**src/core/counter_unit_pkg.sv**
```systemverilog
package counter_unit_pkg;

	// =====================================================================
	// register map, byte addresses on the bus
	localparam logic [15:0] ADDR_CONDITION = 16'h2000; // status rd, ctrl wr
	localparam logic [15:0] ADDR_COUNT     = 16'h2008; // count rd, reload wr
	localparam logic [15:0] ADDR_FIRST     = 16'h200C; // upper rd, cmp0 wr
	localparam logic [15:0] ADDR_SECOND    = 16'h2010; // lower rd, cmp1 wr
	localparam logic [15:0] ADDR_INFIFO    = 16'h2014; // level rd, push wr
	localparam logic [15:0] ADDR_OUTFIFO   = 16'h2018; // pop rd
	localparam logic [15:0] ADDR_OPTIONS   = 16'h201C; // input inversion
	localparam logic [31:0] ZERO_WORD      = 32'h0000_0000;

	// =====================================================================
	// condition word bit positions
	localparam int ST_ENABLED        = 31;
	localparam int ST_COUNTING       = 30;
	localparam int ST_BELOW_FIRST    = 29;
	localparam int ST_ATLEAST_FIRST  = 28;
	localparam int ST_ATLEAST_SECOND = 27;
	localparam int ST_RAW_INPUT      = 26;
	localparam int ST_RAW_GATE       = 25;
	localparam int ST_CLEAN_INPUT    = 24;
	localparam int ST_CLEAN_GATE     = 23;
	localparam int ST_INPUT_FALL     = 22;
	localparam int ST_INPUT_RISE     = 21;
	localparam int ST_GATE_FALL      = 20;
	localparam int ST_GATE_RISE      = 19;
	localparam int ST_OUTPUT         = 18;
	localparam int ST_PENDING        = 17;
	localparam int ST_CAP_UPPER      = 16;
	localparam int ST_CAP_LOWER      = 15;
	localparam int ST_IN_EMPTY       = 14;
	localparam int ST_IN_HALF        = 13;
	localparam int ST_IN_FULL        = 12;
	localparam int ST_OUT_EMPTY      = 11;
	localparam int ST_OUT_HALF       = 10;
	localparam int ST_OUT_FULL       = 9;

	// =====================================================================
	// control word bit positions and masks
	localparam int CT_RUN        = 31;
	localparam int CT_FETCH      = 30;
	localparam int CT_WORDS      = 29;
	localparam int CT_GATE_INV   = 28;
	localparam int CT_OUT_INV    = 27;
	localparam int CT_MANUAL_VAL = 26;
	localparam int CT_PUSH       = 25;
	localparam int CT_CLR_IN     = 24;
	localparam int CT_CLR_OUT    = 23;
	localparam int CT_SOFT_RST   = 22;
	localparam int CT_MANUAL_SEL = 21;
	localparam int OPT_INPUT_INV = 0;
	localparam logic [31:0] CTRL_KEEP_MASK = 32'hFE20_0000;

	// =====================================================================
	// fifo geometry
	localparam int FIFO_DEPTH = 8;
	typedef logic [2:0] ptr_t;
	typedef logic [3:0] level_t;
	localparam level_t FIFO_EMPTY = 4'h0;
	localparam level_t FIFO_HALF  = 4'h4;
	localparam level_t FIFO_FULL  = 4'h8;

	// =====================================================================
	// timing
	localparam int CLK_PERIOD_NS = 40;
	localparam int DEBOUNCE_NS   = 160;
	localparam int DEBOUNCE_CYC  =
		(DEBOUNCE_NS + CLK_PERIOD_NS - 1) / CLK_PERIOD_NS;
	localparam int PRESCALE_NS   = 80;
	localparam int PRESCALE_CYC  =
		(PRESCALE_NS + CLK_PERIOD_NS - 1) / CLK_PERIOD_NS;
	typedef logic [2:0] deb_t;
	typedef logic [1:0] pre_t;
	localparam deb_t DEBOUNCE_LAST = deb_t'(DEBOUNCE_CYC - 1);
	localparam pre_t PRESCALE_LAST = pre_t'(PRESCALE_CYC - 1);

	// =====================================================================
	// carriers
	typedef struct packed {
		logic        cyc;
		logic        stb;
		logic        we;
		logic [15:0] adr;
		logic [3:0]  sel;
		logic [31:0] dat;
	} wb_req_s;

	typedef struct packed {
		logic        ack;
		logic [31:0] dat;
	} wb_rsp_s;

	typedef struct packed {
		logic [FIFO_DEPTH-1:0][31:0] mem;
		ptr_t                        wp;
		ptr_t                        rp;
		level_t                      level;
	} fifo_s;

	typedef struct packed {
		logic [31:0] ctrl;
		logic        input_invert;
		logic [31:0] count_value;
		logic [31:0] reload_value;
		logic [31:0] compare_first;
		logic [31:0] compare_second;
		logic [31:0] capture_upper;
		logic [31:0] capture_lower;
		logic        upper_avail;
		logic        lower_avail;
		pre_t        prescale;
		deb_t        input_deb;
		deb_t        gate_deb;
		logic        clean_input_level;
		logic        clean_gate_level;
		logic        prev_input;
		logic        prev_gate;
		logic        input_fall_seen;
		logic        input_rise_seen;
		logic        gate_fall_seen;
		logic        gate_rise_seen;
		logic        out_gen;
		logic        output_level;
		logic        counting;
		logic        request_pending;
		fifo_s       infifo;
		fifo_s       outfifo;
		logic        ack;
		logic [31:0] rdata;
	} unit_s;

endpackage

```
**src/core/counter_unit_status_control.sv**
```systemverilog
// Our own choice: the Wishbone slave port.
`timescale 1ns/1ps

module counter_unit_status_control (
	input  wire logic                      clk_i,
	input  wire logic                      resetn_i,
	input  wire counter_unit_pkg::wb_req_s wb_req_i,
	output counter_unit_pkg::wb_rsp_s      wb_rsp_o,
	input  wire logic                      input_pin_i,
	input  wire logic                      gate_pin_i,
	output logic                           output_pin_o
);

	// =====================================================================
	// helpers
	function automatic logic addr_hit(input logic [15:0] adr,
		input logic [15:0] off);
		return adr[15:2] == off[15:2];
	endfunction

	function automatic logic [31:0] lane_merge(input logic [31:0] old_w,
		input logic [31:0] new_w, input logic [3:0] sel);
		logic [31:0] r;
		r = old_w;
		for (int i = 0; i < 4; i++) begin
			if (sel[i]) begin
				r[8*i +: 8] = new_w[8*i +: 8];
			end
		end
		return r;
	endfunction

	function automatic counter_unit_pkg::fifo_s fifo_push(
		input counter_unit_pkg::fifo_s f, input logic [31:0] w);
		counter_unit_pkg::fifo_s r;
		r = f;
		if (f.level != counter_unit_pkg::FIFO_FULL) begin
			r.mem[f.wp] = w;
			r.wp = f.wp + 3'h1;
			r.level = f.level + 4'h1;
		end
		return r;
	endfunction

	function automatic counter_unit_pkg::fifo_s fifo_pop(
		input counter_unit_pkg::fifo_s f);
		counter_unit_pkg::fifo_s r;
		r = f;
		if (f.level != counter_unit_pkg::FIFO_EMPTY) begin
			r.rp = f.rp + 3'h1;
			r.level = f.level - 4'h1;
		end
		return r;
	endfunction

	// =====================================================================
	// state and bus decode
	counter_unit_pkg::unit_s q;
	counter_unit_pkg::unit_s n;
	logic                    take;
	logic                    wr;
	logic                    rd;
	logic                    tick;
	logic                    eoc;
	logic                    in_level;
	logic                    gt_level;
	logic [31:0]             strobes;
	logic [31:0]             status_word;
	logic [31:0]             read_word;

	// one request per ack, ack drops the cycle after it rose
	assign take = wb_req_i.cyc & wb_req_i.stb & ~q.ack;
	assign wr = take & wb_req_i.we;
	assign rd = take & ~wb_req_i.we;
	assign strobes = (wr && addr_hit(wb_req_i.adr,
		counter_unit_pkg::ADDR_CONDITION)) ?
		lane_merge(counter_unit_pkg::ZERO_WORD, wb_req_i.dat,
		wb_req_i.sel) : counter_unit_pkg::ZERO_WORD;

	// pin inversion ahead of the debouncers, prescaled count tick
	assign in_level = input_pin_i ^ q.input_invert;
	assign gt_level = gate_pin_i ^ q.ctrl[counter_unit_pkg::CT_GATE_INV];
	assign tick = q.ctrl[counter_unit_pkg::CT_RUN] &&
		q.prescale == counter_unit_pkg::PRESCALE_LAST;
	assign eoc = tick && q.counting && q.count_value == q.compare_first;

	// live condition word, unlisted bits stay zero
	always_comb begin
		status_word = counter_unit_pkg::ZERO_WORD;
		status_word[counter_unit_pkg::ST_ENABLED] =
			q.ctrl[counter_unit_pkg::CT_RUN];
		status_word[counter_unit_pkg::ST_COUNTING] = q.counting;
		status_word[counter_unit_pkg::ST_BELOW_FIRST] =
			q.count_value < q.compare_first;
		status_word[counter_unit_pkg::ST_ATLEAST_FIRST] =
			q.count_value >= q.compare_first;
		status_word[counter_unit_pkg::ST_ATLEAST_SECOND] =
			q.count_value >= q.compare_second;
		status_word[counter_unit_pkg::ST_RAW_INPUT] = input_pin_i;
		status_word[counter_unit_pkg::ST_RAW_GATE] = gate_pin_i;
		status_word[counter_unit_pkg::ST_CLEAN_INPUT] =
			q.clean_input_level;
		status_word[counter_unit_pkg::ST_CLEAN_GATE] =
			q.clean_gate_level;
		status_word[counter_unit_pkg::ST_INPUT_FALL] = q.input_fall_seen;
		status_word[counter_unit_pkg::ST_INPUT_RISE] = q.input_rise_seen;
		status_word[counter_unit_pkg::ST_GATE_FALL] = q.gate_fall_seen;
		status_word[counter_unit_pkg::ST_GATE_RISE] = q.gate_rise_seen;
		status_word[counter_unit_pkg::ST_OUTPUT] = q.output_level;
		status_word[counter_unit_pkg::ST_PENDING] = q.request_pending;
		status_word[counter_unit_pkg::ST_CAP_UPPER] = q.upper_avail;
		status_word[counter_unit_pkg::ST_CAP_LOWER] = q.lower_avail;
		status_word[counter_unit_pkg::ST_IN_EMPTY] =
			q.infifo.level == counter_unit_pkg::FIFO_EMPTY;
		status_word[counter_unit_pkg::ST_IN_HALF] =
			q.infifo.level >= counter_unit_pkg::FIFO_HALF;
		status_word[counter_unit_pkg::ST_IN_FULL] =
			q.infifo.level == counter_unit_pkg::FIFO_FULL;
		status_word[counter_unit_pkg::ST_OUT_EMPTY] =
			q.outfifo.level == counter_unit_pkg::FIFO_EMPTY;
		status_word[counter_unit_pkg::ST_OUT_HALF] =
			q.outfifo.level >= counter_unit_pkg::FIFO_HALF;
		status_word[counter_unit_pkg::ST_OUT_FULL] =
			q.outfifo.level == counter_unit_pkg::FIFO_FULL;
	end

	// read multiplexer, unmapped reads return zero
	always_comb begin
		read_word = counter_unit_pkg::ZERO_WORD;
		if (addr_hit(wb_req_i.adr, counter_unit_pkg::ADDR_CONDITION)) begin
			read_word = status_word;
		end else if (addr_hit(wb_req_i.adr,
			counter_unit_pkg::ADDR_COUNT)) begin
			read_word = q.count_value;
		end else if (addr_hit(wb_req_i.adr,
			counter_unit_pkg::ADDR_FIRST)) begin
			read_word = q.capture_upper;
		end else if (addr_hit(wb_req_i.adr,
			counter_unit_pkg::ADDR_SECOND)) begin
			read_word = q.capture_lower;
		end else if (addr_hit(wb_req_i.adr,
			counter_unit_pkg::ADDR_INFIFO)) begin
			read_word = {28'h0000000, q.infifo.level};
		end else if (addr_hit(wb_req_i.adr,
			counter_unit_pkg::ADDR_OUTFIFO)) begin
			if (q.outfifo.level != counter_unit_pkg::FIFO_EMPTY) begin
				read_word = q.outfifo.mem[q.outfifo.rp];
			end
		end else if (addr_hit(wb_req_i.adr,
			counter_unit_pkg::ADDR_OPTIONS)) begin
			read_word[counter_unit_pkg::OPT_INPUT_INV] = q.input_invert;
		end
	end

	// =====================================================================
	// next state
	always_comb begin
		n = q;
		n.ack = take;
		n.rdata = rd ? read_word : counter_unit_pkg::ZERO_WORD;
		// read side effects first so a same-cycle event still sets
		if (rd && addr_hit(wb_req_i.adr,
			counter_unit_pkg::ADDR_CONDITION)) begin
			n.input_fall_seen = 1'b0;
			n.input_rise_seen = 1'b0;
			n.gate_fall_seen = 1'b0;
			n.gate_rise_seen = 1'b0;
			n.request_pending = 1'b0;
		end
		if (rd && addr_hit(wb_req_i.adr, counter_unit_pkg::ADDR_FIRST)) begin
			n.upper_avail = 1'b0;
		end
		if (rd && addr_hit(wb_req_i.adr,
			counter_unit_pkg::ADDR_SECOND)) begin
			n.lower_avail = 1'b0;
		end
		if (rd && addr_hit(wb_req_i.adr,
			counter_unit_pkg::ADDR_OUTFIFO)) begin
			n.outfifo = fifo_pop(q.outfifo);
		end
		// edge flags on the pins, set wins over the read clear
		n.prev_input = input_pin_i;
		n.prev_gate = gate_pin_i;
		if (q.prev_input && !input_pin_i) begin
			n.input_fall_seen = 1'b1;
		end
		if (!q.prev_input && input_pin_i) begin
			n.input_rise_seen = 1'b1;
		end
		if (q.prev_gate && !gate_pin_i) begin
			n.gate_fall_seen = 1'b1;
		end
		if (!q.prev_gate && gate_pin_i) begin
			n.gate_rise_seen = 1'b1;
		end
		// prescaler, debouncers and count run only while enabled
		if (q.ctrl[counter_unit_pkg::CT_RUN]) begin
			n.prescale = tick ? 2'h0 : q.prescale + 2'h1;
			n.input_deb = 3'h0;
			n.gate_deb = 3'h0;
			if (in_level != q.clean_input_level) begin
				n.input_deb = q.input_deb + 3'h1;
				if (q.input_deb == counter_unit_pkg::DEBOUNCE_LAST) begin
					n.clean_input_level = in_level;
					n.input_deb = 3'h0;
				end
			end
			if (gt_level != q.clean_gate_level) begin
				n.gate_deb = q.gate_deb + 3'h1;
				if (q.gate_deb == counter_unit_pkg::DEBOUNCE_LAST) begin
					n.clean_gate_level = gt_level;
					n.gate_deb = 3'h0;
				end
			end
			if (tick && q.counting) begin
				n.count_value = q.count_value + 32'h0000_0001;
			end
		end
		// debounced edges capture the count value
		if (n.clean_input_level && !q.clean_input_level) begin
			n.capture_upper = q.count_value;
			n.upper_avail = 1'b1;
		end
		if (!n.clean_input_level && q.clean_input_level) begin
			n.capture_lower = q.count_value;
			n.lower_avail = 1'b1;
		end
		// end of count: reload, fetch, push, toggle, request
		if (eoc) begin
			n.count_value = q.reload_value;
			n.counting = q.ctrl[counter_unit_pkg::CT_FETCH];
			n.out_gen = ~q.out_gen;
			n.request_pending = 1'b1;
			if (q.ctrl[counter_unit_pkg::CT_FETCH] &&
				n.infifo.level != counter_unit_pkg::FIFO_EMPTY) begin
				n.compare_first = n.infifo.mem[n.infifo.rp];
				n.infifo = fifo_pop(n.infifo);
				if (q.ctrl[counter_unit_pkg::CT_WORDS] &&
					n.infifo.level != counter_unit_pkg::FIFO_EMPTY) begin
					n.compare_second = n.infifo.mem[n.infifo.rp];
					n.infifo = fifo_pop(n.infifo);
				end
			end
			if (q.ctrl[counter_unit_pkg::CT_PUSH]) begin
				if (q.upper_avail && q.lower_avail) begin
					n.outfifo = fifo_push(n.outfifo, q.capture_upper);
					n.outfifo = fifo_push(n.outfifo, q.capture_lower);
					n.upper_avail = 1'b0;
					n.lower_avail = 1'b0;
				end else begin
					n.outfifo = fifo_push(n.outfifo, q.count_value);
				end
			end
		end
		// disabled pin holds or follows the manual value
		if (!q.ctrl[counter_unit_pkg::CT_RUN] &&
			q.ctrl[counter_unit_pkg::CT_MANUAL_SEL]) begin
			n.out_gen = q.ctrl[counter_unit_pkg::CT_MANUAL_VAL];
		end
		// register writes
		if (wr) begin
			if (addr_hit(wb_req_i.adr, counter_unit_pkg::ADDR_CONDITION))
			begin
				n.ctrl = lane_merge(q.ctrl, wb_req_i.dat, wb_req_i.sel) &
					counter_unit_pkg::CTRL_KEEP_MASK;
				if (n.ctrl[counter_unit_pkg::CT_RUN] &&
					!q.ctrl[counter_unit_pkg::CT_RUN]) begin
					n.counting = 1'b1;
				end
			end else if (addr_hit(wb_req_i.adr,
				counter_unit_pkg::ADDR_COUNT)) begin
				n.reload_value = lane_merge(q.reload_value, wb_req_i.dat,
					wb_req_i.sel);
				n.count_value = n.reload_value;
				n.counting = 1'b1;
			end else if (addr_hit(wb_req_i.adr,
				counter_unit_pkg::ADDR_FIRST)) begin
				n.compare_first = lane_merge(q.compare_first,
					wb_req_i.dat, wb_req_i.sel);
			end else if (addr_hit(wb_req_i.adr,
				counter_unit_pkg::ADDR_SECOND)) begin
				n.compare_second = lane_merge(q.compare_second,
					wb_req_i.dat, wb_req_i.sel);
			end else if (addr_hit(wb_req_i.adr,
				counter_unit_pkg::ADDR_INFIFO)) begin
				n.infifo = fifo_push(n.infifo, wb_req_i.dat);
			end else if (addr_hit(wb_req_i.adr,
				counter_unit_pkg::ADDR_OPTIONS) && wb_req_i.sel[0]) begin
				n.input_invert =
					wb_req_i.dat[counter_unit_pkg::OPT_INPUT_INV];
			end
		end
		// path clears and soft reset from control write strobes
		if (strobes[counter_unit_pkg::CT_CLR_IN]) begin
			n.infifo = '0;
			n.capture_upper = counter_unit_pkg::ZERO_WORD;
			n.capture_lower = counter_unit_pkg::ZERO_WORD;
			n.upper_avail = 1'b0;
			n.lower_avail = 1'b0;
		end
		if (strobes[counter_unit_pkg::CT_CLR_OUT]) begin
			n.outfifo = '0;
			n.compare_first = counter_unit_pkg::ZERO_WORD;
			n.compare_second = counter_unit_pkg::ZERO_WORD;
			n.reload_value = counter_unit_pkg::ZERO_WORD;
		end
		if (strobes[counter_unit_pkg::CT_SOFT_RST]) begin
			n = '0;
			n.ack = take;
			n.rdata = counter_unit_pkg::ZERO_WORD;
			n.prev_input = input_pin_i; // no false edge after soft reset
			n.prev_gate = gate_pin_i;
		end
		// inversion is the last stage before the pin
		n.output_level = n.out_gen ^
			n.ctrl[counter_unit_pkg::CT_OUT_INV];
	end

	// state register
	always_ff @(posedge clk_i or negedge resetn_i) begin
		if (!resetn_i) begin
			q <= '0;
		end else begin
			q <= n;
		end
	end

	// outputs straight from flops
	assign wb_rsp_o.ack = q.ack;
	assign wb_rsp_o.dat = q.rdata;
	assign output_pin_o = q.output_level;
endmodule

```
**config.mk**
```make
export PLATFORM = sky130hd
export DESIGN_NAME = counter_unit_status_control
export DESIGN_NICKNAME = d
export VERILOG_FILES = /design/src/core/counter_unit_pkg.sv /design/src/core/counter_unit_status_control.sv
export SDC_FILE = /design/constraint.sdc
export NUM_CORES = 2
export LEC_CHECK = 0
export CORE_MARGIN = 5
export CORE_UTILIZATION = 45
export DETAILED_ROUTE_END_ITERATION = 6
export DONT_BUFFER_PORTS = 1
export GPL_TIMING_DRIVEN = 0
export PLACE_DENSITY = 0.7
export SLEW_MARGIN = 15
export SYNTH_ARGS = -nofsm -noshare
export SYNTH_HDL_FRONTEND = slang
export SYNTH_SLANG_ARGS = --single-unit
export TNS_END_PERCENT = 30
```
**constraint.sdc**
```tcl
create_clock -name clk_i -period 7.7 [get_ports clk_i]
set_input_delay 1.54 -clock clk_i [delete_from_list [all_inputs] [get_ports clk_i]]
set_output_delay 1.54 -clock clk_i [all_outputs]
set_load 0.02 [all_outputs]
```
Word-level counts from Yosys, hierarchy flattened --
Index checks and enable logic that the tools add are counted.
Storage, ports and cells: word-level logic and storage cells 316, output and inout port bits 34, bits in registers 812, input bits 59
Operators by class: reduce and logical (&&, ||, !) cells 58, equal/unequal tests 32, muxes and demuxes 128, bitwise operators 10, order comparisons 14, add/sub/neg operators 16
Operators with widths (count):
- $mux W266 | 10
- $mux W259 | 7
- $bwmux W256 | 4
- $mux W812 | 1
- $mux W32 | 23
- $mux W534 | 1
- $bmux W32 S3 | 3
- $demux W32 S3 | 3
- $mux W64 | 4
- $mux W161 | 1
- $mux W129 | 1
- $mux W8 | 14
- $eq A14 B12 Y1 const B | 7
- $mux W96 | 1
- $mux W66 | 1
- $ge A32 B32 Y1 | 2
- $mux W7 | 8
- $add A32 B1 Y32 const B | 1
- $eq A32 B32 Y1 | 1
- $lt A32 B32 Y1 | 1
- $ne A8 B8 Y1 const B | 4
- $mux W31 | 1
- $mux W4 | 7
- $ne A7 B7 Y1 const B | 4
- other kinds (32) | 148

Depth between registers and ports, before layout --
depth in word-level cells 34, depth in mapped cells 24, mapped depth without buffers 17

Worst setup path after synthesis --
Ideal clock, no wire load.
kind input to register, from in wb_req_i[38] (netlist name), to reg q[242] (netlist name), stages on the path 21, data arrival time 5269 ps, setup slack 2289 ps, path buffers 7, library setup time 141 ps, required time 7559 ps, path through buf_6 nor2b_2 or2b_1 nor2_1 xnor2_1 ha_1 o311ai_4 buf_6 buf_6 buf_2 clkbuf_1 xor2_1 ha_1 o21ai_0 o32ai_2 buf_6 nor3_4 buf_6 nor3_1 a31oi_1 a31oi_1
Between the ends: word-level cells in the longest chain between the ends 19, elaborated cells between the ends (all ways) 30, those cells by class add/sub: 1; order compare: 2; eq/ne: 4; mux: 20; reduce/logical: 3
RTL lines:
- start: declaration | line counter_unit_status_control.sv:7 | input wire counter_unit_pkg::wb_req_s wb_req_i,
- $eq A14 B12 Y1 | line counter_unit_status_control.sv:18 | return adr[15:2] == off[15:2];
- $logic_and A1 B1 Y1 | line counter_unit_status_control.sv:177 | if (rd && addr_hit(wb_req_i.adr,
- $mux W7 | line counter_unit_status_control.sv:177
- $ne A4 B4 Y1 | line counter_unit_status_control.sv:37 | if (f.level != counter_unit_pkg::FIFO_FULL) begin
- $mux W259 | line counter_unit_status_control.sv:37
- $mux W259 | line counter_unit_status_control.sv:245 | if (q.upper_avail && q.lower_avail) begin
- $mux W259 | line counter_unit_status_control.sv:244 | if (q.ctrl[counter_unit_pkg::CT_PUSH]) begin
- $mux W259 | line counter_unit_status_control.sv:229 | if (eoc) begin
- [... 3 more ...]
- $demux W32 S3 | line counter_unit_status_control.sv:38 | r.mem[f.wp] = w;
- $bwmux W256 | line counter_unit_status_control.sv:38
- $mux W259 | line counter_unit_status_control.sv:37
- $mux W266 | line counter_unit_status_control.sv:245
- $mux W266 | line counter_unit_status_control.sv:244
- $mux W534 | line counter_unit_status_control.sv:229
- $mux W266 | line counter_unit_status_control.sv:301 | if (strobes[counter_unit_pkg::CT_CLR_OUT]) begin
- $mux W812 * | line counter_unit_status_control.sv:307 | if (strobes[counter_unit_pkg::CT_SOFT_RST]) begin
- end signal: assignment | line counter_unit_status_control.sv:324 | q <= n;
- end: declaration | line counter_unit_status_control.sv:58 | counter_unit_pkg::unit_s q;
Mark *: on every way between the ends. The rest lies on a longest branch, timed or not. The select of a mux whose other input is x is not followed. A chain may end at the register's enable or synchronous reset.

Worst setup path in the final report --
from in wb_req_i[43] (netlist name), to reg q[73] (netlist name)
Same word-level chain as after synthesis.

==> flow_summary.json <==
{
  "min_path_type": "reg2reg",
  "gr-total-overflow": 0,
  "hold_viol": 0,
  "required_ns": 8.29,
  "grt_max_degree": 789,
  "dr.pass1.iters": 7,
  "fin_worst_skew_ns": 0.0288,
  "finalNonFillerCells": 6596,
  "register_area_um2": 19700,
  "fin_total_pwr_w": 0.00911,
  "synth_top_cells_by_area": "dfrtp_1 41%, mux2i_1 9.2%, mux4_2 7.9%",
  "antenna_left": 0,
  "arrival_ns": 7.71,
  "grt_pass1_vias": 43800,
  "clk_pin_slew_worst_paths_ns": 0.07,
  "holdCritStartpoint": "q[675]",
  "drc": 5,
  "tritoncts": "yes",
  "io_pins": 93,
  "drt_iter0_markers": 6809,
  "synthesis.area_um2": 48600,
  "hpwl_um": 145000,
  "cp-start-kind": "input pin",
  "num_rows": 120,
  "start_util_pct": 45.3,
  "syn_inst": 5006,
  "syn_area_per_cell_um2": 9.71,
  "syn-num-nets": 5150,
  "place_area_um2": 50400,
  "placed_cells": 6409,
  "cts_setup_buffers": 0,
  "yosys_most_used_dff": "dfrtp_1",
  "power.density_nw_per_um2": 169,
  "hold_ws_ns": 0.485,
  "totalWireLength_um": 204000,
  "final_common_cell": "dfrtp_1",
  "wl_per_cell_um": 31.0,
  "multiInputGateArea_um2": 26100,
  "numCtsBuffers": 91,
  "die_h_um": 339,
  "core_um2": 107000,
  "antenna_found_initial": 16,
  "fp.dieW_um": 339,
  "final_cell_mix": "788 x dfrtp_1, 448 x mux2i_1, 425 x a21oi_1, 381 x clkbuf_1, 380 x nor2_1",
  "yosys.area.top_type": "dfrtp_1",
  "cts.path.max_buffers": 3,
  "via_per_inst": 6.79,
  "failed_checks": "design-rule violations",
  "track_usage_pct": 34.3,
  "ys_warn_count": 0,
  "port-buffer-count": 0,
  "end_kind": "register",
  "cts_htree_levels": 3,
  "max_stage_delay_ns": 0.79,
  "drv_slew": 0,
  "n_fill_cell": 9929,
  "rsz0062_at_grt": "false",
  "post-route-util_pct": 50.2,
  "cts_resized": 0,
  "reg2reg_setup_slack_ns": 1.33,
  "layout_min_cycle_time_ns": 7.12,
  "ys_seq_area_share_pct": 40.6,
  "via_count": 44800,
  "synth_top_area_share_pct": 40.6,
  "worst_pin_slew_ns": 1.37,
  "final_cell_area_um2": 53800,
  "drive_gt1_share_pct": 11.4,
  "slew_headroom_pct": 8.55,
  "synth_edf_count": 0,
  "synth_cell_type_count": 82,
  "async_flop_share_pct": 100,
  "clk_latency_ns": 0.71,
  "grt_pass1_wl_um": 297000,
  "die_area_um2": 115000,
  "cp_max_fo": 10,
  "ctsHoldBuffers": 0,
  "finalSetupViolCount": 0,
  "irDropWorstVdd_uv": 188,
  "critPathLaunch": "wb_req_i[43]",
  "cts-root-buf": "clkbuf_16",
  "finalCritPeriodShare_pct": 92.5,
  "globalplace.congestion": 1.05,
  "crit_chain": "nor4b_2 -> nand4_2 -> nor2_1 -> xnor2_1 -> ha_1 -> o311ai_4 -> buf_6 -> buf_6 -> buf_2 -> clkbuf_1 -> xor2_1 -> ha_1 -> nand2_1 -> o32ai_2 -> nand3b_1 -> buf_2 -> buf_1 -> a211oi_1 -> a211o_1",
  "status": "complete, but fails checks",
  "reg2reg_from": "q[33]",
  "drv_cap": 0,
  "p_leak_nw": 24.1,
  "max_freq_ghz": 0.140,
  "syn_to_final_growth_pct": 10.7,
  "ys_seq_elements": 788,
  "path_class": "in2reg",
  "fin_nets": 5249,
  "clock-sinks": 788,
  "critPathSlowestCell": "nor4b_2"
}
## final cells by class
| class | instances | area share [%] |
|---|---|---|
| well taps | 1403 | 3.26 |
| plain buffers | 554 | 4.60 |
| clock inverters | 38 | 1.13 |
| diodes | 16 | 0.0744 |
| clock buffers | 127 | 4.86 |
| inverters | 94 | 0.656 |
| flip-flops and latches | 788 | 36.7 |
| multi-input cells | 3570 | 48.5 |
| repair buffers | 6 | 0.284 |
## Yosys cell counts (4+ instances only)
cell / count
buf_1: 21
nand2b_1: 26
and2_1: 52
nor2_1: 380
xnor2_1: 34
a21oi_2: 4
o221ai_1: 40
or3_1: 10
buf_6: 10
a211o_1: 32
mux4_2: 171
o22ai_1: 32
mux2i_1: 448
buf_4: 47
o21ai_1: 124
and4_1: 5
nand4_1: 24
o21ai_0: 284
nand2_1: 268
inv_1: 93
o211ai_1: 8
a21oi_1: 425
nand3b_1: 6
a32oi_1: 6
nor3b_1: 9
o21a_1: 8
nor3_1: 112
dfrtp_1: 788
nand3_1: 139
and3_1: 32
mux2_2: 46
nor2b_1: 173
nor4_1: 6
a21o_1: 28
o22a_1: 6
xor2_1: 22
clkbuf_1: 368
a22o_1: 248
buf_2: 108
a31oi_1: 135
ha_1: 85
o31ai_1: 4
a211oi_1: 81
## metal layers
layer / vias up / global-route usage [%] / wire length (µm)
li1: 18500 / - / -
met1: 22100 / 42.6 / 74400
met2: 3370 / 52.8 / 90200
met3: 868 / 9.32 / 23700
met4: 4 / 22.4 / 16000
met5: - / 0.0417 / 35
## report_power, final
part / leakage, nW / internal [W] / switching (W)
sequential: 10.7 / 0.00414 / 0.00000192
clock: 1.58 / 0.00282 / 0.00197
combinational: 11.8 / 0.0000248 / 0.000156
total: 24.1 / 0.00698 / 0.00213
## cell families after synthesis
logic type / share of synthesized area (%)
AO/OA/AOI/OAI: 19.3
XOR/XNOR: 1.11
multiplexers: 18.2
adder cells (fa/ha/maj): 2.19
flip-flops: 40.6
AND/OR/NAND/NOR: 12.8
buffers and inverters: 5.80
## worst max-delay path, delay by kind of cell
family	cells	cell delay, ns
XOR/XNOR	2	0.45
adder cells (fa/ha/maj)	2	0.48
buffers and inverters	6	2.45
AND/OR/NAND/NOR	5	1.75
AO/OA/AOI/OAI	4	1.02
## path summary, 6_finish.rpt
kind                       endpoint  cells after the start
max reg2reg                   q[73]                     21
min                          q[675]                      2
max                           q[73]                     19
max in group asynchronous    q[304]                      2
min in group asynchronous    q[626]                      0
min reg2reg                  q[675]                      2
## registers in the layout, indices dropped and copies added, names as in the netlist
| name | cells |
|---|---|
| output_pin_o | 1 |
| q | 754 |
| wb_rsp_o | 33 |
## metrics by stage
stage	setup TNS (ns)	worst slack, ns
2_1_floorplan	0	2.29
3_3_place_gp	-5.95	-0.234
3_5_place_dp	0	0.209
4_1_cts	0	0.904
5_1_grt	0	0.445
6_report	0	0.580
Power figures use the tool's default switching activity.
